**src/pkg/synth_ctrl_pkg.sv**
```systemverilog
// constants for the serial-programmed synthesizer control block
// assumes a single 20 MHz system clock; serial bus pins sampled synchronously
package synth_ctrl_pkg;
  localparam int WORD_W    = 24;
  localparam int ADDR_HI   = 23;   // top address bit
  localparam int ADDR_LO   = 22;   // second address bit
  localparam logic [1:0] ADDR_A = 2'h0;
  localparam logic [1:0] ADDR_B = 2'h1;
  localparam logic [1:0] ADDR_C = 2'h2;
  // a word fields
  localparam int A_FM      = 21;
  localparam int A_NF_HI   = 20;
  localparam int A_NF_LO   = 18;
  localparam int A_N_HI    = 17;
  localparam int A_N_LO    = 2;
  // b word fields
  localparam int B_PD_MAIN = 9;
  localparam int B_PD_AUX  = 8;
  localparam int B_FC_HI   = 7;
  localparam int B_FC_LO   = 0;
  // c word fields
  localparam int C_CP1     = 7;
  localparam int C_CP0     = 6;
  // defaults
  localparam logic [23:0] A_DEFAULT = 24'h0888c0;
  localparam logic [23:0] B_DEFAULT = 24'h451350;
  localparam logic [23:0] C_DEFAULT = 24'h81cac0;
  localparam logic [15:0] N_MIN     = 16'h0200;
  localparam logic [2:0]  MOD8_LAST = 3'h7;
  localparam logic [2:0]  MOD5_LAST = 3'h4;
  localparam logic [2:0]  MOD8_SPAN = 3'h0; // wrap arithmetic span helper
endpackage

```
**src/hdl/frac_divider.sv**
```systemverilog
// fractional main divider: counts vco cycles and adds the increment per cycle
// assumes vco_tick is a one-cycle enable from the sampled prescaler domain
`timescale 1ns/100ps
module frac_divider
  import synth_ctrl_pkg::*;
(
  input  wire logic        clk,          // system clock
  input  wire logic        rst_n,        // synchronised reset
  input  wire logic        enable,       // divider powered
  input  wire logic        resync,       // restart count on power-up
  input  wire logic        vco_tick,     // one vco cycle
  input  wire logic [15:0] ratio,        // programmed ratio
  input  wire logic [2:0]  increment,    // fractional increment
  input  wire logic        mod5,         // modulus select
  output logic             cycle_end,    // divider output pulse
  output logic             carry_out     // this cycle stretched
);
  logic [16:0] cnt_reg, cnt_next;
  logic [3:0]  acc_reg, acc_next;
  logic        stretch_reg, stretch_next;
  logic        end_reg, end_next;
  logic [16:0] target;
  logic [3:0]  q;
  logic [3:0]  sum;

  // count ratio or ratio+1 cycles, add increment at each boundary
  always_comb
  begin
    q            = mod5 ? 4'h5 : 4'h8;
    target       = {1'b0, ratio} + {16'h0000, stretch_reg};
    sum          = acc_reg + {1'b0, increment};
    cnt_next     = cnt_reg;
    acc_next     = acc_reg;
    stretch_next = stretch_reg;
    end_next     = 1'b0;
    if (!enable || resync)
    begin
      cnt_next     = 17'h00001;
      acc_next     = 4'h0;
      stretch_next = 1'b0;
    end
    else if (vco_tick)
    begin
      if (cnt_reg >= target)
      begin
        cnt_next = 17'h00001;
        end_next = 1'b1;
        if (sum >= q)
        begin
          acc_next     = sum - q;
          stretch_next = 1'b1;
        end
        else
        begin
          acc_next     = sum;
          stretch_next = 1'b0;
        end
      end
      else
        cnt_next = cnt_reg + 17'h00001;
    end
  end

  always_ff @(posedge clk or negedge rst_n)
  begin
    if (!rst_n)
    begin
      cnt_reg     <= 17'h00001;
      acc_reg     <= 4'h0;
      stretch_reg <= 1'b0;
      end_reg     <= 1'b0;
    end
    else
    begin
      cnt_reg     <= cnt_next;
      acc_reg     <= acc_next;
      stretch_reg <= stretch_next;
      end_reg     <= end_next;
    end
  end

  assign cycle_end = end_reg;
  assign carry_out = stretch_reg;

  chk_acc_range: assert property (@(posedge clk) disable iff (!rst_n)
    acc_reg < q) else $error("accumulator beyond modulus");
endmodule

```
**src/hdl/synth_serial_program_lock_ctrl.sv**
```systemverilog
// serial programming, word staging, lock and power logic of the synthesizer
// assumes serial pins already synchronous to clk; one system clock
// What this block does
// - program through clock, strobe, data lines
// - 24-bit words with two address bits
// - strobe high freezes the shift register
// - strobe decodes address, loads working or staging
// - dac bits staged until a word loads
// - main ratio 512 to 65535 only; any 16-bit value is applied unchecked
// - lock is and of both detectors
// - lock means phase error under one reference period
// - one loop down, lock follows the other
// - both loops down forces lock low
// - power is pin xor software bit
// - dividers resynchronise on leaving power-down
// - pump select disables integral, picks strength
// - speed-up gives five times proportional current
// - aux pump from aux detector, main from main
// - speed-up after a word while strobe high
// - accumulator overflow lengthens cycle by one
// - main power bit powers dividers and pumps
`timescale 1ns/100ps
module synth_serial_program_lock_ctrl
  import synth_ctrl_pkg::*;
(
  input  wire logic        clk,                        // 20 MHz system clock
  input  wire logic        rst_n,                      // async reset, active low
  input  wire logic        ser_clk,                    // serial shift clock, sampled
  input  wire logic        ser_strobe,                 // serial strobe, active high
  input  wire logic        ser_data,                   // serial data
  input  wire logic        hw_power_control_pin,       // hardware power pin
  input  wire logic        main_pd_up,                 // main detector pump up
  input  wire logic        main_pd_dn,                 // main detector pump down
  input  wire logic        aux_pd_up,                  // aux detector pump up
  input  wire logic        aux_pd_dn,                  // aux detector pump down
  input  wire logic        main_phase_ok,              // main phase error under 1 ref period
  input  wire logic        aux_phase_ok,               // aux phase error under 1 ref period
  input  wire logic        vco_tick,                   // one vco cycle enable
  output logic             lock_out,                   // combined lock
  output logic             main_powered,               // main loop powered
  output logic             aux_powered,                // aux loop powered
  output logic             main_proportional_pump_out, // proportional pump active
  output logic             main_integral_pump_out,     // integral pump active
  output logic             aux_pump_out,               // aux pump active
  output logic             pump_dir_up,                // main pump direction
  output logic             integral_pump_disable_bit,  // integral pump disabled
  output logic             pump_current_level_bit,     // reduced current set
  output logic             speedup_pump_current,       // speed-up 5x current active
  output logic [7:0]       comp_dac_setting,           // applied compensation dac
  output logic [15:0]      main_ratio,                 // applied main ratio
  output logic             main_cycle_end              // main divider output
);
  logic [1:0] rst_sync_reg;
  logic       srst_n;

  // release reset through two flops
  always_ff @(posedge clk or negedge rst_n)
  begin
    if (!rst_n)
      rst_sync_reg <= 2'h0;
    else
      rst_sync_reg <= {rst_sync_reg[0], 1'b1};
  end
  assign srst_n = rst_sync_reg[1];

  logic [23:0] shift_reg, shift_next;
  logic [23:0] a_word_reg, a_word_next;  // main_fractional_divider_word
  logic [23:0] b_word_reg, b_word_next;
  logic [23:0] c_word_reg, c_word_next;
  logic [7:0]  dac_stage_reg, dac_stage_next;
  logic [7:0]  dac_reg, dac_next;
  logic [15:0] ratio_reg, ratio_next;
  logic        ratio_pend_reg, ratio_pend_next;
  logic        sclk_d_reg, strobe_d_reg;
  logic        speedup_reg, speedup_next;
  logic        a_armed_reg, a_armed_next;
  logic        sclk_rise, strobe_rise;
  logic [1:0]  addr;
  logic        div_cycle_end;

  assign sclk_rise   = ser_clk & ~sclk_d_reg;
  assign strobe_rise = ser_strobe & ~strobe_d_reg;
  assign addr        = {shift_reg[ADDR_HI], shift_reg[ADDR_LO]};

  // shifting, word decode, staging and speed-up
  always_comb
  begin
    shift_next      = shift_reg;
    a_word_next     = a_word_reg;
    b_word_next     = b_word_reg;
    c_word_next     = c_word_reg;
    dac_stage_next  = dac_stage_reg;
    dac_next        = dac_reg;
    ratio_next      = ratio_reg;
    ratio_pend_next = ratio_pend_reg;
    a_armed_next    = a_armed_reg;
    speedup_next    = speedup_reg;
    // ratio swaps only at a divider boundary to keep phase clean, or at once while main is down;
    // placed first so a new a word latched in the same cycle stays pending
    if (ratio_pend_reg && (div_cycle_end || !main_powered))
    begin
      ratio_next      = a_word_reg[A_N_HI:A_N_LO];
      ratio_pend_next = 1'b0;
    end
    // clock ignored while strobe high, protecting the latched word
    if (sclk_rise && !ser_strobe)
      shift_next = {ser_data, shift_reg[23:1]};
    if (strobe_rise)
    begin
      case (addr)
        ADDR_A:
        begin
          a_word_next     = shift_reg;
          dac_next        = dac_stage_reg;
          ratio_pend_next = 1'b1;
          a_armed_next    = 1'b1;
        end
        ADDR_B:
        begin
          b_word_next    = shift_reg;
          dac_stage_next = shift_reg[B_FC_HI:B_FC_LO];
        end
        ADDR_C:  c_word_next = shift_reg;
        default: ;                                     // test word not used
      endcase
    end
    // speed-up only from a word set until strobe falls
    speedup_next = ser_strobe && (a_armed_reg || (strobe_rise && addr == ADDR_A));
    if (!ser_strobe)
      a_armed_next = 1'b0;
  end

  always_ff @(posedge clk or negedge srst_n)
  begin
    if (!srst_n)
    begin
      shift_reg      <= 24'h000000;
      a_word_reg     <= A_DEFAULT;
      b_word_reg     <= B_DEFAULT;
      c_word_reg     <= C_DEFAULT;
      dac_stage_reg  <= B_DEFAULT[B_FC_HI:B_FC_LO];
      dac_reg        <= B_DEFAULT[B_FC_HI:B_FC_LO];
      ratio_reg      <= A_DEFAULT[A_N_HI:A_N_LO];
      ratio_pend_reg <= 1'b0;
      sclk_d_reg     <= 1'b0;
      strobe_d_reg   <= 1'b0;
      speedup_reg    <= 1'b0;
      a_armed_reg    <= 1'b0;
    end
    else
    begin
      shift_reg      <= shift_next;
      a_word_reg     <= a_word_next;
      b_word_reg     <= b_word_next;
      c_word_reg     <= c_word_next;
      dac_stage_reg  <= dac_stage_next;
      dac_reg        <= dac_next;
      ratio_reg      <= ratio_next;
      ratio_pend_reg <= ratio_pend_next;
      sclk_d_reg     <= ser_clk;
      strobe_d_reg   <= ser_strobe;
      speedup_reg    <= speedup_next;
      a_armed_reg    <= a_armed_next;
    end
  end

  logic main_pwr_next, aux_pwr_next, main_pwr_reg, aux_pwr_reg;
  logic lock_next, lock_reg;
  logic php_next, phi_next, pha_next, dir_next;
  logic php_reg, phi_reg, pha_reg, dir_reg;
  logic resync;

  // power, lock and pump steering
  always_comb
  begin
    main_pwr_next = hw_power_control_pin ^ b_word_reg[B_PD_MAIN];
    aux_pwr_next  = hw_power_control_pin ^ b_word_reg[B_PD_AUX];
    if (main_pwr_reg && aux_pwr_reg)
      lock_next = main_phase_ok & aux_phase_ok;
    else if (main_pwr_reg)
      lock_next = main_phase_ok;
    else if (aux_pwr_reg)
      lock_next = aux_phase_ok;
    else
      lock_next = 1'b0;
    php_next = main_pwr_reg & (main_pd_up | main_pd_dn);
    phi_next = php_next & ~c_word_reg[C_CP1];
    pha_next = aux_pwr_reg & (aux_pd_up | aux_pd_dn);
    dir_next = main_pd_up;
  end

  always_ff @(posedge clk or negedge srst_n)
  begin
    if (!srst_n)
    begin
      main_pwr_reg <= 1'b0;
      aux_pwr_reg  <= 1'b0;
      lock_reg     <= 1'b0;
      php_reg      <= 1'b0;
      phi_reg      <= 1'b0;
      pha_reg      <= 1'b0;
      dir_reg      <= 1'b0;
    end
    else
    begin
      main_pwr_reg <= main_pwr_next;
      aux_pwr_reg  <= aux_pwr_next;
      lock_reg     <= lock_next;
      php_reg      <= php_next;
      phi_reg      <= phi_next;
      pha_reg      <= pha_next;
      dir_reg      <= dir_next;
    end
  end

  assign resync = main_pwr_next & ~main_pwr_reg;

  frac_divider u_div (
    .clk       (clk),
    .rst_n     (srst_n),
    .enable    (main_pwr_reg),
    .resync    (resync),
    .vco_tick  (vco_tick),
    .ratio     (ratio_reg),
    .increment (a_word_reg[A_NF_HI:A_NF_LO]),
    .mod5      (a_word_reg[A_FM]),
    .cycle_end (div_cycle_end),
    .carry_out ()
  );

  assign lock_out                   = lock_reg;
  assign main_powered               = main_pwr_reg;
  assign aux_powered                = aux_pwr_reg;
  assign main_proportional_pump_out = php_reg;
  assign main_integral_pump_out     = phi_reg;
  assign aux_pump_out               = pha_reg;
  assign pump_dir_up                = dir_reg;
  assign integral_pump_disable_bit  = c_word_reg[C_CP1];
  assign pump_current_level_bit     = c_word_reg[C_CP0];
  assign speedup_pump_current       = speedup_reg;
  assign comp_dac_setting           = dac_reg;
  assign main_ratio                 = ratio_reg;
  assign main_cycle_end             = div_cycle_end;

  chk_freeze_shift: assert property (@(posedge clk) disable iff (!srst_n)
    ser_strobe && $past(ser_strobe) |=> $stable(shift_reg))
    else $error("shift moved under strobe");
  chk_dac_staged: assert property (@(posedge clk) disable iff (!srst_n)
    strobe_rise && addr == ADDR_B |=> $stable(dac_reg))
    else $error("dac applied without a word");
  chk_dac_apply: assert property (@(posedge clk) disable iff (!srst_n)
    strobe_rise && addr == ADDR_A |=> dac_reg == $past(dac_stage_reg))
    else $error("dac not applied with a word");
  chk_lock_both_down: assert property (@(posedge clk) disable iff (!srst_n)
    !main_pwr_reg && !aux_pwr_reg |=> !lock_reg)
    else $error("lock high with both down");
  chk_lock_and: assert property (@(posedge clk) disable iff (!srst_n)
    main_pwr_reg && aux_pwr_reg && !main_phase_ok |=> !lock_reg)
    else $error("lock without main detector");
  chk_power_xor: assert property (@(posedge clk) disable iff (!srst_n)
    1'b1 |=> main_pwr_reg == ($past(hw_power_control_pin) ^ $past(b_word_reg[B_PD_MAIN])))
    else $error("main power not pin xor bit");
  chk_speedup_end: assert property (@(posedge clk) disable iff (!srst_n)
    !ser_strobe |=> !speedup_reg)
    else $error("speed-up past strobe low");
  chk_integral_off: assert property (@(posedge clk) disable iff (!srst_n)
    c_word_reg[C_CP1] && $past(c_word_reg[C_CP1]) |-> !phi_reg)
    else $error("integral pump with disable set");
  chk_ratio_boundary: assert property (@(posedge clk) disable iff (!srst_n)
    main_pwr_reg && $past(main_pwr_reg) && $changed(ratio_reg) |-> $past(div_cycle_end))
    else $error("ratio changed mid cycle");

  cov_a_word: cover property (@(posedge clk) strobe_rise && addr == ADDR_A);
  cov_b_word: cover property (@(posedge clk) strobe_rise && addr == ADDR_B);
  cov_speedup: cover property (@(posedge clk) speedup_reg);
  cov_locked: cover property (@(posedge clk) lock_reg && main_pwr_reg && aux_pwr_reg);
endmodule

```
**config.mk**
```make
export PLATFORM = sky130hd
export DESIGN_NAME = synth_serial_program_lock_ctrl
export DESIGN_NICKNAME = d
export VERILOG_FILES = /design/src/pkg/synth_ctrl_pkg.sv /design/src/hdl/frac_divider.sv /design/src/hdl/synth_serial_program_lock_ctrl.sv
export SDC_FILE = /design/constraint.sdc
export NUM_CORES = 1
export LEC_CHECK = 0
export ABC_AREA = 1
export BUFFER_PORTS_ARGS = -buffer_cell sky130_fd_sc_hd__buf_4
export CELL_PAD_IN_SITES_DETAIL_PLACEMENT = 1
export CELL_PAD_IN_SITES_GLOBAL_PLACEMENT = 2
export CORE_ASPECT_RATIO = 1.75
export CORE_MARGIN = 10
export CORE_UTILIZATION = 37
export DETAILED_ROUTE_END_ITERATION = 10
export PLACE_DENSITY = 0.86
export SLEW_MARGIN = 20
export SYNTH_ARGS = -nofsm -noshare
export SYNTH_HDL_FRONTEND = slang
export SYNTH_SLANG_ARGS = --single-unit
```
**constraint.sdc**
```tcl
create_clock -name clk -period 4.6 [get_ports clk]
set_input_delay 0.92 -clock clk [delete_from_list [all_inputs] [get_ports clk]]
set_output_delay 0.92 -clock clk [all_outputs]
set_load 0.05 [all_outputs]
```
==> flow_metrics.tcl, run 1 <==
set metrics [dict create \
    core_um2 15200 \
    maxSlewHeadroom 0.326 \
    grt_setup_unrepaired "no" \
    criticalPathCategory "register to register" \
    cts_resized 0 \
    grt_usage 0.142 \
    ys_types 33 \
    root_buffer "clkbuf_16" \
    p_int_mw 2.61 \
    power_switching_mw 1.75 \
    p_seq_frac 0.361 \
    drt_wl_total_mm 14.2 \
    die_area_um2 21000 \
    synth_cells 637 \
    cts_sinks 117 \
    worst_setup_path_end_kind "register" \
    netlist.area_leader.share 0.434 \
    synth_top_area_cell "dfrtp_1" \
    start_util 0.375 \
    finalSetupTns_ps 0 \
    fp.dieW_um 114 \
    tritoncts "yes" \
    dr.pass1.iters 4 \
    largest_reg_flops 24 \
    finClkSkew_ps 12.4 \
    io_pins 48 \
    postCtsSetupBuffers 0 \
    cellPowerDensity_nw_per_um2 639 \
    tightest_slew_ps 1010 \
    vias_per_cell 4.92 \
    comb_power_share 0.342 \
    max_cap_violations 0 \
    num_rows 60 \
    ys.flop_type "dfrtp_1" \
    min_path_type "primary input to asynchronous set/reset pin" \
    grt_max_degree 69 \
    worst-r2r-setup-slack_ps 1330 \
    drc_errors 0 \
    drv_slew 0 \
    cts_buffers 17 \
    clk_pin_slew_ps 60 \
    grt_pass1_wl_mm 23.9 \
    htreeDepth 4 \
    worstPathRequired_ps 4950 \
    grt_pass1_vias 4956 \
    drive_gt1_frac 0.194 \
    r2r_start "main_ratio[0]" \
    hold_viol 0 \
    wire_per_inst_um 16.0 \
    cts-hold-fix-buffers 0 \
    layout.nets 730 \
    start_kind "register" \
    yosysWarnings 0 \
    fmax_ghz 0.306 \
    r2r-end "u_div.cnt_reg[10]" \
    arrival_ps 3610 \
    synthesis.nets 678 \
    dpl.hpwl_mm 10.5 \
    dp_cells 856 \
    first_iter_violations 112 \
    postSynth.asyncResetShare 1.00 \
    ys_top_cells_by_area "dfrtp_1 (43%), nand2_1 (11%), dfstp_2 (8.3%)" \
    crit_fanout 11 \
    syn_area_um2 5710 \
    area_delta_synth_final_pct 19.6 \
    n_antenna_cell 0 \
    vias 4368 \
    netSwitchingFraction 0.401 \
    gp_congestion 0.800 \
    synth-seq-area-share 0.517 \
    leakagePower_nw 3.39 \
    synth-edff-count 0 \
    antenna_left 0 \
    clock_latency_ps 410 \
    grt_overflow 0 \
    p_total_mw 4.36 \
    syn_avg_cell_area_um2 8.96 \
    antenna_found_initial 0 \
    pwr-share-clk 0.296 \
    ir_drop_mv 0.312 \
    status "complete, no violations" \
    die_h_um 184 \
    port-buffer-count 47 \
    fin_crit_sh 0.710 \
    ys_ff_latch 117 \
    fin_cells 888 \
    setup_viol 0 \
    worst_r2r_path_depth 19 \
    cts_buffer_depth 2 \
    finalCriticalPeriod_ps 3270 \
]
layout by cell type (no fill, tap or decap), types with 18 or more instances in the layout:
cell and n:
o21ai_0 59, nor2_1 44, dfstp_2 18, nand3_1 23
ha_1 27, buf_4 50, inv_1 71, dfrtp_1 98
a21oi_1 20, nand2_1 173
synthesized netlist by cell type, types with 4 or more instances:
| library cell | number |
|---|---|
| xor2_1 | 17 |
| ha_1 | 27 |
| o21ai_0 | 59 |
| clkbuf_1 | 12 |
| dfrtp_1 | 99 |
| xnor2_1 | 11 |
| nand3_1 | 23 |
| nand2_2 | 6 |
| dfstp_2 | 18 |
| mux2_2 | 15 |
| a21oi_1 | 20 |
| nor2_1 | 44 |
| nand2_1 | 173 |
| nor2_2 | 4 |
| buf_2 | 4 |
| inv_1 | 71 |
| nand4_1 | 5 |
worst max-delay path, stage by stage (launching register included):
cell and delay (ps):
dfrtp_1 380, ha_1 210, ha_1 210, nand2_1 80, nor3_2 290, nand2_2 140, nor3_2 170, xnor2_1 160
ha_1 270, nand2_1 100, inv_1 40, nand2_1 50, nand2_1 40, nand2_1 60, nand2_1 60, nor2_1 170
nand2_2 130, nor2_2 420, nand2_1 130, nand2_1 90
final cells by class:
class / count / area, um2
flip-flops and latches: 117 / 2950
inverters: 73 / 274
clock buffers: 18 / 439
well taps: 186 / 233
repair buffers: 50 / 375
multi-input cells: 430 / 2410
fillers: 1792 / 8410
clock inverters: 14 / 139
kinds of logic (layout without fill, tap and decap cells):
kind of cell | count (synthesis) | count (layout) | share of synthesized area
xor+xnor | 28 | 28 | 0.0430
flops | 117 | 117 | 0.517
mux | 18 | 18 | 0.0355
buf+inv | 90 | 155 | 0.0607
other cells | 1 | 1 | 0.000657
simple gates | 268 | 268 | 0.202
fa+ha+maj | 28 | 28 | 0.0627
compound gates | 87 | 87 | 0.0782
power by group through the flow:
stage / logic (mW) / registers, mW / clock network [mW]
after floorplan: 0.727 / 1.89 / 0
after detailed placement: 1.51 / 1.60 / 0
after global routing: 1.68 / 1.62 / 1.37
after global placement: 1.45 / 1.58 / 0
after CTS: 1.53 / 1.58 / 1.32
final: 1.49 / 1.58 / 1.29
worst max path at each step:
stage / startpoint / endpoint / slack [ps] / cells past startpoint
global placement: main_ratio[0] / u_div.carry_out / 1460 / 17
floorplan: rst_sync_reg[1] / a_armed_reg / 1130 / 0
finish: main_ratio[0] / u_div.cnt_reg[10] / 1330 / 19
global route: main_ratio[0] / u_div.acc_reg[0] / 970 / 17
CTS: main_ratio[0] / u_div.cnt_reg[10] / 1250 / 19
detailed placement: main_ratio[0] / u_div.cnt_reg[10] / 1280 / 19
per-layer routing:
| metal | routed length, um | global-route usage |
|---|---|---|
| met5 | 0 | 0 |
| met4 | 206 | 0.0569 |
| met3 | 348 | 0.0306 |
| met2 | 8090 | 0.272 |
| met1 | 5580 | 0.144 |
per-stage QoR:
stage	setup WS (ps)	hold slack [ps]	utilization	cell area (um2)
floorplan	1130	331	-	5710
global placement	1460	342	0.410	6250
detailed placement	1280	339	0.410	6250
CTS	1250	264	0.448	6830
global route	969	267	0.448	6830
finish	1330	283	0.448	6830
No activity file was read; power rests on OpenSTA's default activity.
==> inputs of run 2 (changes only) <==
ABC_AREA = 0   (was 1)
PLACE_DENSITY = 0.83   (was 0.86)
clock period = 3 ns   (was 4.6 ns; I/O delays follow)
==> run 2 against run 1 <==
Effect of this change: the flow now finishes with violations (setup timing); utilization rose by 3.6 points; clock skew fell by 4.9 ps; hold slack better by 11 ps; sequential power up 20%; clock-buffer cell count unchanged; register-to-register slack lost 1600 ps.
==> flow_metrics.tcl, run 2 <==
set metrics [dict create \
    drive_gt1_frac 0.449 \
    io_pins 48 \
    synth-edff-count 0 \
    cts_buffer_depth 2 \
    syn_avg_cell_area_um2 12.3 \
    ir_drop_mv 0.329 \
    layout_common_cells "dfrtp_1 (95), buf_4 (83), mux2_2 (78)" \
    clock_latency_ps 420 \
    first_iter_violations 127 \
    ys_types 52 \
    start_kind "register" \
    tritoncts "yes" \
    num_rows 59 \
    hold_viol 0 \
    synth_common_cells "dfrtp_1 (99), mux2_2 (78), nand2_1 (30)" \
    n_antenna_cell 0 \
    fmax_ghz 0.303 \
    finalSetupTns_ps -5170 \
    fin_util 0.484 \
    dr.pass1.iters 4 \
    yosysMostFrequentCell "dfrtp_1" \
    met2_usage 0.250 \
    leakagePower_nw 3.35 \
    area_delta_synth_final_pct 28.7 \
    clk_pin_slew_ps 60 \
    cts_sinks 117 \
    layout.nets 585 \
    grt_overflow 0 \
    vias_per_cell 5.17 \
    start_util 0.376 \
    maxSlewHeadroom 0.545 \
    criticalPathCategory "register to register" \
    status "finished with violations" \
    die_area_um2 20500 \
    fp.dieW_um 113 \
    finClkSkew_ps 7.56 \
    vias 3824 \
    worst_setup_path_end_kind "register" \
    cts_buffers 17 \
    use_met3 0.0304 \
    drv_slew 0 \
    worstPathRequired_ps 3320 \
    synth-seq-area-share 0.532 \
    port-buffer-count 47 \
    drc_errors 0 \
    grt_most_used_layer "met2" \
    drt_wl_total_mm 13.9 \
    multi_input_area_um2 2590 \
    setup_viol 23 \
    syn_area_um2 5550 \
    netlist.area_leader.share 0.446 \
    fin_crit_sh 1.10 \
    cellPowerDensity_nw_per_um2 743 \
    tightest_slew_ps 683 \
    synthesis.nets 492 \
    min_path_type "primary input to register" \
    grt_usage 0.135 \
    grt_pass1_wl_mm 22.3 \
    core_um2 14800 \
    ys_top_cells_by_area "dfrtp_1 (45%), mux2_2 (16%), dfstp_2 (8.5%)" \
    max_cap_violations 0 \
    fin_ws_ps -299 \
    arrival_ps 3620 \
    finalCriticalPeriod_ps 3300 \
    seqCellArea_um2 2960 \
    grt_setup_unrepaired "yes" \
    fillCellCount 1565 \
    final_common_cell "dfrtp_1" \
    grt_max_degree 52 \
    largest_reg_flops 24 \
    antenna_left 0 \
    crit_fanout 5 \
    ys_ff_latch 117 \
    grt_pass1_vias 4264 \
    ys.flop_type "dfrtp_1" \
    violations "setup timing" \
    die_h_um 182 \
    grt_use_met1 0.140 \
    gp_congestion 0.780 \
    yosysWarnings 0 \
    synth_top_area_cell "dfrtp_1" \
    wire_per_inst_um 18.8 \
    synth_cells 451 \
    antenna_found_initial 0 \
    postSynth.asyncResetShare 1.00 \
    root_buffer "clkbuf_16" \
    htreeDepth 4 \
    dpl.hpwl_mm 9.72 \
]
run 2: cell count changes after synthesis, sizes merged, moves of 6 or more:
cell / change
nand2: -148
mux2: +61
o21ai: -54
inv: -51
nor2: -35
a21oi: -10
a31oi: +9
nand4: +9
xor2: -9
clkbuf: -7
mux2i: +7
and3: +6
o311ai: +6
run 2: per-layer routing:
metal / wire length (um) / up-vias
met2: 7900 / 43
met4: 277 / 0
li1: - / 1817
met5: 0 / -
met1: 5370 / 1943
met3: 378 / 21
run 2: stage by stage:
| step | std cells | setup WS (ps) | instance area [um2] | power [mW] | hold WS (ps) |
|---|---|---|---|---|---|
| after detailed placement | 701 | -334 | 6370 | 3.16 | 343 |
| final | 740 | -299 | 7140 | 5.31 | 294 |
| after floorplan | 451 | -253 | 5560 | 2.72 | 304 |
| after CTS | 736 | -171 | 6990 | 5.16 | 282 |
| after global placement | 701 | -210 | 6370 | 3.07 | 339 |
| after global routing | 740 | -393 | 7140 | 5.57 | 278 |
run 2: worst paths after layout:
check | startpoint | end | slack, ps | depth (start not counted)
setup / recovery | main_ratio[4] | u_div.carry_out | -300 | 14
hold / removal | ser_clk | sclk_d_reg | 290 | 1
setup reg to reg | main_ratio[4] | u_div.carry_out | -300 | 14
hold reg to reg | rst_sync_reg[0] | rst_sync_reg[1] | 360 | 0
max in group asynchronous | rst_sync_reg[1] | b_word_reg[9] | 1810 | 1
min in group asynchronous | rst_sync_reg[1] | shift_reg[15] | 380 | 0
run 2: cell families (layout without fill, tap and decap cells):
kind of cell,count (synthesis),in the layout,synth area share
DFF,117,117,0.532
and+or+nand+nor,110,110,0.104
muxes,86,86,0.173
AOI/OAI and AO/OA,54,54,0.0683
buffers and inverters,35,141,0.0268
adders and majority gates,28,28,0.0645
xor gates and xnor gates,20,20,0.0316
other,1,1,0.000676
run 2: final cells by class:
class | instances | share of cell area
clock buffers | 18 | 0.0615
multi-input cells | 299 | 0.363
inverters | 20 | 0.0105
clock inverters | 14 | 0.0180
repair buffers | 89 | 0.100
flip-flops and latches | 117 | 0.415
well taps | 183 | 0.0321
run 2: timing repair:
item                       in CTS  in global routing
gates resized for setup         7                 20
hold buffers                    1                  0
setup buffers                   2                  3
setup endpoints to repair      23                 23
gates cloned                    0                  1
hold endpoints to repair        2                  0
pin swaps                       5                 12
run 2: critical path, cell delays in order, from the launching register on:
cell      delay (ps)
dfstp_4          610
nand4_1          110
buf_4            170
nor3_4           260
nand3_1          130
xor2_1           160
ha_1             310
nand4_1          170
buf_4            200
nor4_4           270
a211oi_2         120
buf_6            170
nor2b_4          160
buf_4            140
mux2i_2          220
run 2: power by group:
part	switching, mW	total [mW]	internal [mW]
registers	0.148	1.89	1.74
logic	0.767	1.48	0.711
clock network	0.829	1.94	1.11
